### config.mk
export PLATFORM = sky130hd
export DESIGN_NAME = bmlt_core
export DESIGN_NICKNAME = d
export VERILOG_FILES = /design/src/bmlt_pkg.sv /design/src/bmlt_core.sv
export SDC_FILE = /design/constraint.sdc
export NUM_CORES = 1
export LEC_CHECK = 0
export BUFFER_PORTS_ARGS = -buffer_cell sky130_fd_sc_hd__buf_2
export CORE_MARGIN = 2
export CORE_UTILIZATION = 60
export DETAILED_ROUTE_END_ITERATION = 8
export MAX_ROUTING_LAYER = met4
export PLACE_DENSITY = 0.87
export SYNTH_ARGS = -nofsm -noshare
export SYNTH_HDL_FRONTEND = slang
export SYNTH_SLANG_ARGS = --single-unit
### constraint.sdc
create_clock -name clk -period 2.7 [get_ports clk]
set_clock_uncertainty 0.2 [all_clocks]
set_input_delay 0.27 -clock clk [delete_from_list [all_inputs] [get_ports clk]]
set_output_delay 0.27 -clock clk [all_outputs]
set_load 0.01 [all_outputs]
### src/bmlt_pkg.sv
// shared constants and types for the burst-mode line transceiver core
`default_nettype none

package bmlt_pkg;

   // clocking: core clock and line symbol rate
   // both bursts, the guard gap and the reply start must fit one 4 khz
   // line frame of 2500 clocks, so the symbol period is 26 clocks
   localparam int CLK_HZ = 10_000_000;
   localparam int SYM_HZ = 384_000;
   localparam int SYM_CYC = CLK_HZ / SYM_HZ;
   localparam logic [5:0] SYM_LAST = 6'(SYM_CYC - 1);
   localparam logic [5:0] SYM_HALF = 6'(SYM_CYC / 2);

   // burst payload: two frames of b1, b2 and d
   localparam int WORD_W = 18;
   localparam int PAY_BITS = 2 * WORD_W;
   localparam logic [5:0] PAY_LAST = 6'(PAY_BITS - 1);
   localparam logic [5:0] WORD_LAST = 6'(WORD_W - 1);

   // framing detector: consecutive bursts to gain or lose sync
   localparam int SYNC_FRAMES = 4;
   localparam logic [2:0] SYNC_CNT_LAST = 3'(SYNC_FRAMES - 1);

   // scrambler x^9 + x^5 + 1
   localparam int SCR_W = 9;
   localparam int SCR_TAP_HI = 8;
   localparam int SCR_TAP_LO = 4;
   localparam logic [SCR_W-1:0] SCR_RESET = 9'h000;

   // transmit buffer depth
   localparam logic [1:0] BUF_DEPTH = 2'h2;

   // ami symbol codes on the line pins {neg, pos}
   localparam logic [1:0] SYM_ZERO = 2'h0;
   localparam logic [1:0] SYM_POS = 2'h1;
   localparam logic [1:0] SYM_NEG = 2'h2;

   // burst transmit sequencer
   typedef enum logic [1:0] {TX_IDLE, TX_START, TX_PAY, TX_END} bmlt_tx_e;

   // burst receive sequencer
   typedef enum logic [1:0] {RX_OFF, RX_HUNT, RX_DATA} bmlt_rx_e;

endpackage

`default_nettype wire

### src/bmlt_core.sv
// burst-mode line transceiver core: framing, scrambling, ami and sync
//
// Operation
// - this end is always the timing master
// - burst is start bit plus two frames
// - receive input inhibited while sending burst
// - start bit unscrambled one, polarity alternating
// - bursts repeat at 4 khz
// - ones sent as alternating polarity pulses
// - payload scrambled with x^9 + x^5 + 1
// - received payload descrambled with same polynomial
// - recovery loop derives receive sampling clock
// - signal detector active while line deactivated
// - activating master sends scrambled all ones
// - sync after four consecutive good bursts
// - sync gained sets status, pulls interrupt low
// - after activation bursts follow frame sync
// - four missing marks lose sync, interrupt
// - interrupt latched, cleared by status read
// - activate bit starts, clearing deactivates line
// - reset leaves line deactivated, bits zero
`timescale 1ns/1ps
`default_nettype none

module bmlt_core
   import bmlt_pkg::*;
(
   // clock and reset
   input wire logic clk,
   input wire logic rstn,
   // line control and status read strobe
   input wire logic lineActivate,
   input wire logic statusRead,
   // system frame sync
   input wire logic frameSyncIn,
   // transmit payload stream
   input wire logic [bmlt_pkg::WORD_W-1:0] txWord,
   input wire logic txValid,
   output logic txReady,
   // receive payload stream
   output logic [bmlt_pkg::WORD_W-1:0] rxWord,
   output logic rxValid,
   // line pins
   output logic [1:0] lineTxOut,
   output logic lineTxOe,
   input wire logic [1:0] lineRxIn,
   output logic rxInhibit,
   // status and open-drain interrupt
   output logic inSync,
   output logic wakeDetect,
   output logic intOut,
   output logic intOe
);
   import bmlt_pkg::*;

   ////////////////////////////////////////////////////////////////////////
   // declarations

   logic fsPrev_q, fsPhase_q, fsRise, burstStart;
   logic [WORD_W-1:0] bufMem_q [2];
   logic [1:0] bufCnt_q, bufCnt_d;
   logic push, pop2, txReady_q;
   bmlt_tx_e txState_q;
   logic [5:0] txPh_q, bitIdx_q;
   logic symTick;
   logic [PAY_BITS-1:0] txShift_q;
   logic [SCR_W-1:0] scr_q;
   logic scrBit;
   logic [1:0] lineTxOut_q, lastMark_q, nextMark;
   logic lineTxOe_q, rxInhibit_q;
   logic [1:0] rxPrev_q;
   logic [5:0] rxPh_q;
   logic markEdge, sampleTick, rxMark;
   bmlt_rx_e rxState_q;
   logic [5:0] rxIdx_q;
   logic [SCR_W-1:0] dsc_q;
   logic dscBit;
   logic [WORD_W-1:0] rxShift_q, rxWord_q;
   logic rxValid_q, burstOk_q;
   logic [2:0] goodCnt_q, missCnt_q;
   logic inSync_q, syncChg;
   logic wake_q, wakeEvt;
   logic intPend_q, intOut_q;

   ////////////////////////////////////////////////////////////////////////
   // frame sync edge and 4 khz burst phase

   // the link clock is ours; bursts are only ever launched here
   assign fsRise = frameSyncIn && !fsPrev_q;
   assign burstStart = fsRise && fsPhase_q && lineActivate;

   always_ff @(posedge clk or negedge rstn)
   begin
      if (!rstn)
      begin
         fsPrev_q <= 1'b0;
         fsPhase_q <= 1'b0;
      end
      else
      begin
         fsPrev_q <= frameSyncIn;
         // every second frame starts a burst; phase restarts on activation
         if (!lineActivate)
            fsPhase_q <= 1'b0;
         else if (fsRise)
            fsPhase_q <= !fsPhase_q;
      end
   end

   ////////////////////////////////////////////////////////////////////////
   // two-entry transmit buffer; a burst drains both entries at once

   assign push = txValid && txReady_q;
   assign pop2 = burstStart && inSync_q && (bufCnt_q == BUF_DEPTH);

   // pops always take both words, so the read side never moves
   always_comb
   begin
      bufCnt_d = bufCnt_q;
      if (pop2)
         bufCnt_d = 2'h0;
      else if (push)
         bufCnt_d = bufCnt_q + 2'h1;
   end

   always_ff @(posedge clk or negedge rstn)
   begin
      if (!rstn)
      begin
         bufCnt_q <= 2'h0;
         txReady_q <= 1'b0;
      end
      else
      begin
         bufCnt_q <= bufCnt_d;
         txReady_q <= (bufCnt_d != BUF_DEPTH);
      end
   end

   // one storage word per entry, written at the fill index
   for (genvar g = 0; g < 2; g++)
   begin : gBuf
      always_ff @(posedge clk or negedge rstn)
      begin
         if (!rstn)
            bufMem_q[g] <= '0;
         else if (push && (bufCnt_q[0] == 1'(g)))
            bufMem_q[g] <= txWord;
      end
   end

   ////////////////////////////////////////////////////////////////////////
   // transmit sequencer: start bit, 36 scrambled bits, ami coding

   assign symTick = (txPh_q == SYM_LAST);
   assign scrBit = txShift_q[PAY_BITS-1] ^ scr_q[SCR_TAP_HI]
                   ^ scr_q[SCR_TAP_LO];
   assign nextMark = (lastMark_q == SYM_POS) ? SYM_NEG : SYM_POS;

   always_ff @(posedge clk or negedge rstn)
   begin
      if (!rstn)
      begin
         txState_q <= TX_IDLE;
         txPh_q <= 6'h00;
         bitIdx_q <= 6'h00;
         txShift_q <= '0;
         lineTxOut_q <= SYM_ZERO;
         lastMark_q <= SYM_NEG;
         rxInhibit_q <= 1'b0;
      end
      else if (!lineActivate)
      begin
         // powered down: driver quiet, polarity memory kept
         txState_q <= TX_IDLE;
         txPh_q <= 6'h00;
         lineTxOut_q <= SYM_ZERO;
         rxInhibit_q <= 1'b0;
      end
      else if (burstStart)
      begin
         txState_q <= TX_START;
         txPh_q <= 6'h00;
         bitIdx_q <= 6'h00;
         // until sync is held only all ones go out, and only full pairs
         if (pop2)
            txShift_q <= {bufMem_q[0], bufMem_q[1]};
         else
            txShift_q <= '1;
      end
      else
      begin
         txPh_q <= symTick ? 6'h00 : txPh_q + 6'h01;
         if (symTick)
         begin
            case (txState_q)
               TX_START:
               begin
                  // start mark bypasses the scrambler
                  lineTxOut_q <= nextMark;
                  lastMark_q <= nextMark;
                  rxInhibit_q <= 1'b1;
                  txState_q <= TX_PAY;
               end
               TX_PAY:
               begin
                  if (scrBit)
                  begin
                     lineTxOut_q <= nextMark;
                     lastMark_q <= nextMark;
                  end
                  else
                     lineTxOut_q <= SYM_ZERO;
                  txShift_q <= {txShift_q[PAY_BITS-2:0], 1'b0};
                  bitIdx_q <= bitIdx_q + 6'h01;
                  if (bitIdx_q == PAY_LAST)
                     txState_q <= TX_END;
               end
               TX_END:
               begin
                  // burst over: release the receiver for the reply
                  lineTxOut_q <= SYM_ZERO;
                  rxInhibit_q <= 1'b0;
                  txState_q <= TX_IDLE;
               end
               default:
                  lineTxOut_q <= SYM_ZERO;
            endcase
         end
      end
   end

   // driver is enabled for as long as the line is powered up
   always_ff @(posedge clk or negedge rstn)
   begin
      if (!rstn)
         lineTxOe_q <= 1'b0;
      else
         lineTxOe_q <= lineActivate;
   end

   // scrambler moves only on payload symbols
   always_ff @(posedge clk or negedge rstn)
   begin
      if (!rstn)
         scr_q <= SCR_RESET;
      else if (!lineActivate)
         scr_q <= SCR_RESET;
      else if (symTick && (txState_q == TX_PAY) && !burstStart)
         scr_q <= {scr_q[SCR_W-2:0], scrBit};
   end

   ////////////////////////////////////////////////////////////////////////
   // symbol clock recovery loop: phase snaps to each leading mark edge

   assign rxMark = (lineRxIn != SYM_ZERO);
   assign markEdge = rxMark && (rxPrev_q == SYM_ZERO);
   assign sampleTick = (rxPh_q == SYM_HALF) && !markEdge;

   always_ff @(posedge clk or negedge rstn)
   begin
      if (!rstn)
      begin
         rxPrev_q <= SYM_ZERO;
         rxPh_q <= 6'h00;
      end
      else
      begin
         rxPrev_q <= lineRxIn;
         // samples land mid-symbol; a long run of zeros free-runs
         if (markEdge || (rxPh_q == SYM_LAST))
            rxPh_q <= 6'h00;
         else
            rxPh_q <= rxPh_q + 6'h01;
      end
   end

   ////////////////////////////////////////////////////////////////////////
   // receive sequencer: hunt for the reply start bit, take 36 bits

   assign dscBit = rxMark ^ dsc_q[SCR_TAP_HI] ^ dsc_q[SCR_TAP_LO];

   always_ff @(posedge clk or negedge rstn)
   begin
      if (!rstn)
      begin
         rxState_q <= RX_OFF;
         rxIdx_q <= 6'h00;
         dsc_q <= SCR_RESET;
         rxShift_q <= '0;
         rxWord_q <= '0;
         rxValid_q <= 1'b0;
         burstOk_q <= 1'b0;
      end
      else
      begin
         rxValid_q <= 1'b0;
         if (!lineActivate)
         begin
            rxState_q <= RX_OFF;
            dsc_q <= SCR_RESET;
            burstOk_q <= 1'b0;
         end
         else if (burstStart)
         begin
            // a reply still unfinished here counts as a missing mark
            rxState_q <= RX_OFF;
            burstOk_q <= 1'b0;
         end
         else
         begin
            case (rxState_q)
               RX_OFF:
                  // listen only once our own burst has ended
                  if (symTick && (txState_q == TX_END))
                     rxState_q <= RX_HUNT;
               RX_HUNT:
                  if (sampleTick && rxMark)
                  begin
                     rxState_q <= RX_DATA;
                     rxIdx_q <= 6'h00;
                  end
               RX_DATA:
                  if (sampleTick)
                  begin
                     dsc_q <= {dsc_q[SCR_W-2:0], rxMark};
                     rxShift_q <= {rxShift_q[WORD_W-2:0], dscBit};
                     rxIdx_q <= rxIdx_q + 6'h01;
                     if ((rxIdx_q == WORD_LAST) || (rxIdx_q == PAY_LAST))
                     begin
                        rxWord_q <= {rxShift_q[WORD_W-2:0], dscBit};
                        rxValid_q <= 1'b1;
                     end
                     if (rxIdx_q == PAY_LAST)
                     begin
                        burstOk_q <= 1'b1;
                        rxState_q <= RX_OFF;
                     end
                  end
               default:
                  rxState_q <= RX_OFF;
            endcase
         end
      end
   end

   ////////////////////////////////////////////////////////////////////////
   // framing detector, judged once per 4 khz line frame

   assign syncChg = burstStart && (burstOk_q ?
                    ((goodCnt_q == SYNC_CNT_LAST) && !inSync_q) :
                    ((missCnt_q == SYNC_CNT_LAST) && inSync_q));

   always_ff @(posedge clk or negedge rstn)
   begin
      if (!rstn)
      begin
         goodCnt_q <= 3'h0;
         missCnt_q <= 3'h0;
         inSync_q <= 1'b0;
      end
      else if (!lineActivate)
      begin
         goodCnt_q <= 3'h0;
         missCnt_q <= 3'h0;
         inSync_q <= 1'b0;
      end
      else if (burstStart)
      begin
         if (burstOk_q)
         begin
            missCnt_q <= 3'h0;
            if (goodCnt_q != SYNC_CNT_LAST)
               goodCnt_q <= goodCnt_q + 3'h1;
            else
               inSync_q <= 1'b1;
         end
         else
         begin
            goodCnt_q <= 3'h0;
            if (missCnt_q != SYNC_CNT_LAST)
               missCnt_q <= missCnt_q + 3'h1;
            else
               inSync_q <= 1'b0;
         end
      end
   end

   ////////////////////////////////////////////////////////////////////////
   // line-signal detect and latched interrupt

   // any mark on a powered-down line is a wake-up from the far end
   assign wakeEvt = !lineActivate && rxMark && !wake_q;

   always_ff @(posedge clk or negedge rstn)
   begin
      if (!rstn)
         wake_q <= 1'b0;
      else if (lineActivate)
         wake_q <= 1'b0;
      else if (rxMark)
         wake_q <= 1'b1;
   end

   // a new event beats a simultaneous status read
   always_ff @(posedge clk or negedge rstn)
   begin
      if (!rstn)
      begin
         intPend_q <= 1'b0;
         intOut_q <= 1'b0;
      end
      else
      begin
         intOut_q <= 1'b0;
         if (syncChg || wakeEvt)
            intPend_q <= 1'b1;
         else if (statusRead)
            intPend_q <= 1'b0;
      end
   end

   // outputs straight from flip-flops
   assign txReady = txReady_q;
   assign rxWord = rxWord_q;
   assign rxValid = rxValid_q;
   assign lineTxOut = lineTxOut_q;
   assign lineTxOe = lineTxOe_q;
   assign rxInhibit = rxInhibit_q;
   assign inSync = inSync_q;
   assign wakeDetect = wake_q;
   assign intOut = intOut_q;
   assign intOe = intPend_q;
endmodule

`default_nettype wire

==> results of run 1 <==
[how the worst max path moves through the flow]
stage / endpoint / slack (ps) / cells past startpoint
final: rxShift_q[13]$_DFFE_PN0P_ / 170 / 7
after detailed placement: rxWord[16]$_DFFE_PN0P_ / 240 / 5
after CTS: rxWord[16]$_DFFE_PN0P_ / 180 / 5
after global routing: rxShift_q[8]$_DFFE_PN0P_ / 70 / 7
after floorplan: rxShift_q[10]$_DFFE_PN0P_ / 310 / 8
after global placement: rxShift_q[10]$_DFFE_PN0P_ / 320 / 7
[Yosys cell counts, types with 5 or more instances]
cell type | number | area, um2
a31oi_1 | 11 | 68.8
buf_2 | 5 | 25.0
nor2b_1 | 5 | 31.3
nand2_1 | 54 | 203
dfrtp_1 | 176 | 4400
o22ai_1 | 38 | 238
o21ai_0 | 43 | 215
nor3_1 | 6 | 30.0
a22o_1 | 19 | 166
mux2_2 | 64 | 721
nand2b_1 | 5 | 31.3
xnor2_1 | 8 | 70.1
or3_1 | 5 | 31.3
nor2_1 | 23 | 86.3
mux2_4 | 9 | 135
a21oi_1 | 17 | 85.1
nand3_1 | 11 | 55.1
clkbuf_1 | 21 | 78.8
ha_1 | 17 | 213
inv_1 | 17 | 63.8
[cell usage in the layout, fill, tap and decap left out, types with 3 or more instances in the layout]
cell,count
ha_1,17
a22oi_1,4
and2_1,3
a22o_1,19
buf_2,51
clkbuf_16,17
xnor2_1,8
buf_4,17
nor3_1,6
nand2_1,54
o21ai_0,43
mux2_2,64
xor2_1,4
dlygate4sd3_1,24
a21o_1,3
or4_1,3
nand2b_1,5
nand3b_1,3
nand3_1,11
nor3b_1,3
or3_1,5
mux2_4,9
nor2_1,23
inv_1,17
a21oi_1,16
dfrtp_1,176
bufinv_16,4
o31ai_1,3
a31oi_1,11
o22ai_1,38
nor2b_1,5
[layout make-up]
cell class / count / area (um2) / share of cell area, %
flip-flops and latches: 177 / 4430 / 50.0
repair buffers: 94 / 654 / 7.39
clock buffers: 21 / 460 / 5.20
multi-input cells: 390 / 2880 / 32.5
well taps: 168 / 210 / 2.37
clock inverters: 9 / 158 / 1.78
inverters: 17 / 63.8 / 0.720
[critical path, cell delays in order]
cell	delay [ps]
dlygate4sd3_1	540
buf_2	150
or2_1	340
a2111oi_4	450
and2_1	190
buf_4	300
mux2_2	390
[stage by stage]
stage / hold WS (ps) / utilization, % / std cells / power, mW
after floorplan: -226 / - / 617 / 3.86
after global placement: 62.7 / 66.0 / 822 / 4.07
after detailed placement: 71.3 / 66.0 / 822 / 4.16
after CTS: 121 / 73.1 / 876 / 6.76
after global routing: 153 / 73.1 / 876 / 7.02
final: 123 / 73.1 / 876 / 6.74
[where the power goes]
group / switching, mW / internal [mW] / total, mW / leakage [nW]
registers: 0.245 / 3.04 / 3.28 / 2.34
clock network: 0.985 / 1.59 / 2.57 / 0.295
logic: 0.395 / 0.486 / 0.880 / 1.51
total: 1.62 / 5.11 / 6.74 / 4.14
[flip-flops by register name (all words and copies together) (netlist names), 9 cells and up]
| name | count |
|---|---|
| rxWord | 18 |
| dsc_q | 9 |
| txShift_q | 36 |
| bufMem_q | 36 |
| rxShift_q | 17 |
| scr_q | 9 |
[logic make-up (layout without fill, tap and decap cells)]
logic type / after synthesis / after routing
mux: 74 / 74
xor+xnor: 13 / 13
other cells: 1 / 1
fa+ha+maj: 17 / 17
flops: 177 / 177
simple gates: 134 / 134
compound gates: 151 / 151
buf+inv: 50 / 141
[per-layer routing]
metal / part of all wire [%] / track usage, %
met5: 0 / -
met4: 2.4 / 11.3
met3: 4.0 / 5.07
met2: 52 / 43.1
met1: 42 / 31.6
[what timing repair did]
item / 4_1_cts / 5_1_grt
hold buffers: 24 / 0
endpoints found under the setup margin: 0 / 4
resized for setup: 0 / 1
endpoints found under the hold margin: 95 / 0
==> impl_results.md, run 1 <==
- Post-route ant nets: 0
- Crit share post-route: 93.9%
- Slew headroom: between 30% and 40%
- Finished Cell Area: approximately 9000 um2
- # rows: 40
- CTS tree: yes
- Die width: roughly 120 um
- Post-Synth XOR/XNOR Area: roughly 1.7%
- Initial core utilization: just over 60%
- HP Class: in2reg
- Final WS setup: ~170 ps
- Required @ worst endpoint: 2800 ps
- Max-cap violations: 0
- Worst slew pin tran: 891 ps
- Status: finished, final reports clean
- Mapped Cells: roughly 620
- Share of cells above drive strength 1: between 20% and 30%
- # fillers: between 700 and 800
- Core area: between 10000 and 15000 um2
- Initial DRT Pass Iterations: 5
- Post-DP HPWL: slightly below 10000 um
- Final wirelength: about 16000 um
- Synth Area in Adders: roughly 2.8%
- Diodes inserted: 0
- Compound-cell area share of the yosys netlist: between 10% and 20%
- Leak pwr: roughly 4.1 nW
- Mux cell area share after synthesis: 11.5%
- Nature of the critical path startpoint: input port
- Ys async rst share: between 90% and 100%
- Pwr dens: ~760 nW/um2
- # DRC: 0
- Share of the yosys chip area belonging to registers: around three fifths
- Die area: 13400 um2
- Max Freq: a little under 400 MHz
- Clk root buf: clkbuf_16
- First-pass GRT wire length: around 26000 um
- Nets: between 700 and 800
- Min Tclk post-route: 2530 ps
- Post-Place Cell Area: ~8000 um2
- WHS Path Cells: 3
- Wire length per cell: 18.2 um
- Setup TNS: 0 ps
- Unique masters post-synth: 56
- CP endpoint kind: flop
- H-tree levels: 4
- Clock Latency Late Sink: roughly 420 ps
- Crit path launch: lineRxIn[1]
- CTS max path bufs: 2
- Yosys reg bits: approximately 180
- Iter 0 DRT Violations: 502
- Grt ovf: 0
- R2R setup slack: between 150 and 200 ps
- Vias/cell: around 6
- Reg-to-reg endpoint: rxShift_q[13]$_DFFE_PN0P_
- Synth Warn #: 0
- Worst path arrival time: roughly 2600 ps
- Place WS: about 240 ps
- DR vias: around 5300
- CP max FO: 26
- CTS sink cnt: between 150 and 200
- Total setup buffers inserted after CTS: 0
- FF-to-FF Start: rxPh_q[1]$_DFF_PN0_
- Area grow syn2layout: 17.7%
- Mean Syn Cell Area: around 12 um2
- Die Y: ~120 um
- Post-synth EDFFs: 0
- Ys flop type: dfrtp_1
- Largest net degree at the start of global routing: 88
- Syn Nets: 660
- I/O pins: 54
- Global placement routability congestion: ~0.94
- Slew Viols, Final: 0
- Initial antenna violation count: 0
- Simple logic cell fraction of the synthesized area: ~9%
- Worst vdd ir: between 0.0004 and 0.0005 V
- Fin. Hold Viols: 0
- Worst-path clk slew: around 60 ps
- Post-Synthesis Cell Area: between 7000 and 8000 um2
- Worst hold endpoint: bufCnt_q[1]$_DFF_PN0_
- Largest family of logic cells by synthesized area: compound AO/OA/AOI/OAI gates
- Worst Reg2Reg Path Length in Cells: 7
- Num CTS Buffers: 17
- Critical path class: in2reg
- Hold path start: txValid
- I/O Buffers: 52
- Unrepaired setup endpoints after global routing: no
- Global Route Usage Sum: about a quarter
- Vias in the first global route: around 5400
- Setup Viol. Count Final: 0
Note: power is estimated with default switching activity, not from simulation.
==> run 2: changes to the inputs <==
PLACE_DENSITY = 0.82   (was 0.87)
==> run 2 against run 1 <==
  * Cell area is 0.34% lower
  * Hold slack gained 14 ps
  * Combinational power decreased by 0.7%
  * Routed wire length fell by 3.2%
  * Cell count is 0.11% higher
  * Utilization decreased by 0.25 points
  * Non-clock buffer count grew 2
  * Critical path depth down 1
  * Worst setup slack gained 50 ps
  * Maximum frequency grew 2.0%
  * Die area unchanged
  * Via count decreased by 2.8%
  * Critical endpoint is now rxWord[10]$_DFFE_PN0P_
==> impl_results.md, run 2 (synthesis results as in run 1) <==
- Critical path class: reg2reg
- Min Tclk post-route: 2480 ps (-49.7 ps)
- Max Freq: 402 MHz (+2.0%)
- Iter 0 DRT Violations: 328 (-35%)
- Clock Latency Late Sink: 430 ps (about the same)
- Global placement routability congestion: 0.836 (-11%)
- Worst-path clk slew: 70 ps (about the same)
- Wire length per cell: 17.6 um (-3.3%)
- Nets: 742 (+0.27%)
- Pwr dens: 741 nW/um2 (-2.6%)
- Highest routed layer: met4
- Post-DP HPWL: 9690 um (+0.20%)
- Fin. Hold Viols: 0 (unchanged)
- Die width: 116 um (unchanged)
- Core area: 12100 um2 (unchanged)
- Most common cell after layout, fill and taps aside: dfrtp_1
- Setup Viol. Count Final: 0 (unchanged)
- Clock share of power: 36.6% (-1.6 points)
- Share of cells above drive strength 1: 25.0% (-0.035 points)
- Leak pwr: 4.14 nW (about the same)
- Diodes inserted: 0 (unchanged)
- Int Power: 4.92 mW (-3.7%)
- Die Y: 116 um (unchanged)
- Met2 routed WL: 8050 um (-2.6%)
- Die area: 13400 um2 (unchanged)
- H-tree levels: 4 (unchanged)
- # DRC: 0 (unchanged)
- Initial DRT Pass Iterations: 5 (unchanged)
- Initial core utilization: 62.1% (unchanged)
- First-pass GRT wire length: 25500 um (-3.5%)
- Setup TNS: 0 ps (unchanged)
- I/O pins: 54 (unchanged)
- Post-CTS sizing: 0 (unchanged)
- Worst path arrival time: 2600 ps (-40 ps)
- Slew Viols, Final: 0 (unchanged)
- Area grow syn2layout: 17.3%
- Worst vdd ir: 0.000649 V (+38%)
- Vias in the first global route: 5222 (-3.8%)
- CTS sink cnt: 177 (unchanged)
- Worst slew pin tran: 940 ps (+49.8 ps)
- Nature of the critical path startpoint: flop
- Combinational power share: 13.4% (+0.3 points)
- CTS max path bufs: 2 (unchanged)
- Status: finished, final reports clean
- Crit share post-route: 92.0% (-1.8 points)
- I/O Buffers: 52 (unchanged)
- Slew headroom: 36.5% (-3.4 points)
- Clk root buf: clkbuf_16
- Post-route ant nets: 0 (unchanged)
- Vias/cell: 5.85 (-2.9%)
- CP endpoint kind: flop
- Initial antenna violation count: 0 (unchanged)
- Largest net degree at the start of global routing: 75 (-15%)
- Met3 WL post-DR: 537 um (-15%)
- Total setup buffers inserted after CTS: 0 (unchanged)
- DR vias: 5128 (-2.8%)
- Max-cap violations: 0 (unchanged)
- # rows: 40 (unchanged)
- Num CTS Buffers: 17 (unchanged)
- CTS tree: yes
- Global Route Usage Sum: 25.3% (-0.81 points)
- Met1 wire length: 6600 um (-0.83%)
- Grt ovf: 0 (unchanged)
- HP Class: in2reg
- Required @ worst endpoint: 2810 ps (about the same)
- Unrepaired setup endpoints after global routing: no
- Hold_ws: 136 ps (+13.6 ps)
- Sequential power share: 50.1% (+1.4 points)
- CP max FO: 19 (-27%)
- Switching pwr: 1.62 mW (-0.27%)
- Commonest cells after routing, fill and taps aside: 176 x dfrtp_1, 64 x mux2_2, 54 x nand2_1
- Sw Ratio: 24.8% (+0.66 points)
- Final wirelength: 15400 um (-3.2%)
## run 2: critical path, stage by stage (launching register included)
cell and delay (ps):
dfrtp_1 400, inv_1 100, ha_1 190, nand3b_1 90, a2111oi_1 600, nand3_4 380
mux2_4 400
## run 2: worst paths after layout
check,cells after the start,slack (ps),from,end
min reg2reg,2,290,txShift_q[5]$_DFFE_PN0P_,txShift_q[5]$_DFFE_PN0P_
max,6,220,rxIdx_q[1]$_DFFE_PN0P_,rxWord[10]$_DFFE_PN0P_
max in group asynchronous,3,1270,rstn,rxWord[13]$_DFFE_PN0P_
min,3,140,txValid,bufCnt_q[1]$_DFF_PN0_
max reg2reg,6,220,rxIdx_q[1]$_DFFE_PN0P_,rxWord[10]$_DFFE_PN0P_
min in group asynchronous,2,220,rstn,bufMem_q[10]$_DFFE_PN0P_
## run 2: area by class of cell
type | instances | area, um2
flip-flops and latches | 177 | 4430
inverters | 17 | 63.8
repair buffers | 96 | 682
clock inverters | 8 | 105
well taps | 168 | 210
fillers | 810 | 3280
multi-input cells | 390 | 2880
clock buffers | 21 | 460
## run 2: per-layer routing
layer  GRT usage, %  vias up
met5              -        -
met2           41.9      113
met4           8.25        0
li1               -     2399
met3           5.75       21
met1           31.2     2595
## run 2: power groups by stage
stage | logic [mW] | registers (mW) | clock network [mW]
2_1_floorplan | 0.612 | 3.25 | 0
3_3_place_gp | 0.792 | 3.27 | 0
5_1_grt | 0.968 | 3.32 | 2.53
4_1_cts | 0.889 | 3.27 | 2.42
3_5_place_dp | 0.843 | 3.31 | 0
6_report | 0.874 | 3.27 | 2.39
## run 2: timing repair
item | 4_1_cts | 5_1_grt
endpoints found under the setup margin | 0 | 0
hold buffers | 24 | 0
endpoints found under the hold margin | 111 | 0
## run 2: metrics by stage
stage               util [%]  power [mW]  instances  area [um2]  setup slack, ps
floorplan                  -        3.86        617        7520              310
global placement        66.2        4.07        824        8020              361
detailed placement      66.2        4.15        824        8020              250
CTS                     72.9        6.58        877        8830              219
global route            72.9        6.82        877        8830              137
finish                  72.9        6.54        877        8830              215
==> run 3: changes to the inputs <==
PLACE_DENSITY = unset   (was 0.82)
PLACE_DENSITY_LB_ADDON = 0.1   (was unset)
==> run 3 against run 2 <==
  * First-iteration DRC count is 20% higher
  * Global-route usage is 1.1 points lower
  * Cell count is 0.23% higher
  * Power is 1.9% lower
  * Sequential power hardly changed
  * Maximum frequency is 1.9% lower
  * Register-to-register slack worse by 50 ps
==> impl_results.md, run 3 (synthesis results as in run 1) <==
- Status: finished, final reports clean
- H-tree levels: 4 (unchanged)
- Worst slew pin tran: 745 ps (-195 ps)
- Total Power: 6.41 mW (-1.9%)
- Finished Cell Area: 8830 um2 (about the same)
- Pwr dens: 726 nW/um2 (-2.0%)
- FF-to-FF Start: rxIdx_q[0]$_DFFE_PN0P_
- Required @ worst endpoint: 2810 ps (about the same)
- I/O pins: 54 (unchanged)
- Reg-to-reg endpoint: rxWord[16]$_DFFE_PN0P_
- Post-DP HPWL: 9210 um (-4.9%)
- Die Y: 116 um (unchanged)
- CTS max path bufs: 2 (unchanged)
- Post-Place Cell Area: 8040 um2 (+0.25%)
- DR vias: 5052 (-1.5%)
- Min Tclk post-route: 2530 ps (+48.2 ps)
- Worst Reg2Reg Path Length in Cells: 5 (-1)
- CTS sink cnt: 177 (unchanged)
- # fillers: 858 (+5.9%)
- Place WS: 232 ps (-18.6 ps)
- Crit share post-route: 93.8% (+1.8 points)
- Register Area: 4430 um2 (unchanged)
- Global placement routability congestion: 0.795 (-4.9%)
- Final WS setup: 167 ps (-48.2 ps)
- # rows: 40 (unchanged)
- Critical path class: reg2reg
- Leak pwr: 4.15 nW (about the same)
- Post-CTS sizing: 0 (unchanged)
- CTS tree: yes
- Unrepaired setup endpoints after global routing: no
- Slew Viols, Final: 0 (unchanged)
- Worst path arrival time: 2640 ps (+40 ps)
- Area of the multi-input gates: 2880 um2 (unchanged)
- Initial antenna violation count: 0 (unchanged)
- Area grow syn2layout: 17.4% (about the same)
- Grt ovf: 0 (unchanged)
- Share of cells above drive strength 1: 24.9% (-0.070 points)
- Placed Cells incl. Taps: 825 (+0.12%)
- Setup TNS: 0 ps (unchanged)
- Critical Path Slowest Stage Cell: a2111oi_1
- Max Freq: 395 MHz (-1.9%)
- Final wirelength: 14400 um (-6.9%)
- Vias/cell: 5.75 (-1.7%)
- First-pass GRT wire length: 24400 um (-4.2%)
- Max-cap violations: 0 (unchanged)
- HP Class: in2async
- Num CTS Buffers: 17 (unchanged)
- Fin. Hold Viols: 0 (unchanged)
- Die area: 13400 um2 (unchanged)
- Nature of the critical path startpoint: flop
- Largest net degree at the start of global routing: 72 (-4.0%)
- Initial DRT Pass Iterations: 5 (unchanged)
- CP peak stage delay: 610 ps (about the same)
- Worst-path clk slew: 60 ps (about the same)
- Slew headroom: 50.1% (+14 points)
- CP max FO: 19 (unchanged)
- Clk root buf: clkbuf_16
- Worst vdd ir: 0.000464 V (-28%)
- Nets: 743 (+0.13%)
- Most common cell after layout, fill and taps aside: dfrtp_1
- Setup Viol. Count Final: 0 (unchanged)
- Initial core utilization: 62.1% (unchanged)
- Vias in the first global route: 5171 (-0.98%)
- Iter 0 DRT Violations: 393 (+20%)
- CP endpoint kind: flop
- Wire length per cell: 16.3 um (-7.1%)
- I/O Buffers: 52 (unchanged)
- Total setup buffers inserted after CTS: 0 (unchanged)
- Finished Layout Cells: 879 (+0.23%)
- Diodes inserted: 0 (unchanged)
- R2R setup slack: 170 ps (-50 ps)
- # DRC: 0 (unchanged)
- Global Route Usage Sum: 24.2% (-1.1 points)
- Clock Latency Late Sink: 420 ps (about the same)
- Crit-path cells: ha_1, nand3b_1, a2111oi_1, nand3_4, mux2_4
- Core area: 12100 um2 (unchanged)
- Commonest cells after routing, fill and taps aside: 176 x dfrtp_1, 64 x mux2_2, 54 x nand2_1
- Post-route ant nets: 0 (unchanged)
- Die width: 116 um (unchanged)
[run 3: changes by cell type in the layout (fill, tap and decap cells not counted)]
cell and delta:
buf_12 +1, bufinv_16 -1, clkbuf_1 +2, clkbuf_8 +2, clkinv_2 +1, clkinv_4 -1
inv_6 -2
[run 3: what timing repair did]
item,in CTS,in global routing
hold endpoints to repair,91,0
endpoints found under the setup margin,0,0
hold buffers,24,0
[run 3: final cells by class]
class | count | area share [%]
Clock inverter | 5 | 0.609
Sequential cell | 177 | 50.2
Tap cell | 168 | 2.38
Timing Repair Buffer | 97 | 7.95
Multi-Input combinational cell | 390 | 32.6
Clock buffer | 25 | 5.61
Inverter | 17 | 0.723
[run 3: layer usage]
layer | track usage, % | vias up | part of all wire, %
met2 | 36.8 | 91 | 48
met1 | 31.8 | 2537 | 47
met3 | 5.02 | 24 | 3.2
met5 | - | - | 0
li1 | - | 2400 | -
met4 | 10.6 | 0 | 1.7
[run 3: worst max-delay path: cells and delay by family (launching register included)]
family | cells | cell delay (ps)
fa+ha+maj | 1 | 250
simple gates | 2 | 520
mux | 1 | 400
flops | 1 | 420
compound gates | 1 | 610
[run 3: through the flow]
stage | hold slack, ps | utilization (%)
6_report | 160 | 72.9
5_1_grt | 194 | 72.9
4_1_cts | 138 | 72.9
3_5_place_dp | 58.6 | 66.4
3_3_place_gp | 49.4 | 66.4
2_1_floorplan | -226 | -
[run 3: how the worst max path moves through the flow]
stage | startpoint | end | slack [ps] | cells after the start
floorplan | rxPh_q[1]$_DFF_PN0_ | rxShift_q[10]$_DFFE_PN0P_ | 310 | 8
global placement | rxIdx_q[0]$_DFFE_PN0P_ | rxWord[13]$_DFFE_PN0P_ | 320 | 5
detailed placement | rxIdx_q[0]$_DFFE_PN0P_ | rxWord[9]$_DFFE_PN0P_ | 230 | 5
CTS | rxIdx_q[0]$_DFFE_PN0P_ | rxWord[16]$_DFFE_PN0P_ | 160 | 5
global route | rxIdx_q[0]$_DFFE_PN0P_ | rxWord[10]$_DFFE_PN0P_ | 30 | 5
finish | rxIdx_q[0]$_DFFE_PN0P_ | rxWord[16]$_DFFE_PN0P_ | 170 | 5
[run 3: power by group]
part | internal, mW | switching (mW) | leakage, nW | total (mW)
clock | 1.35 | 0.942 | 0.273 | 2.30
combinational | 0.484 | 0.374 | 1.53 | 0.858
sequential | 3.04 | 0.224 | 2.34 | 3.26
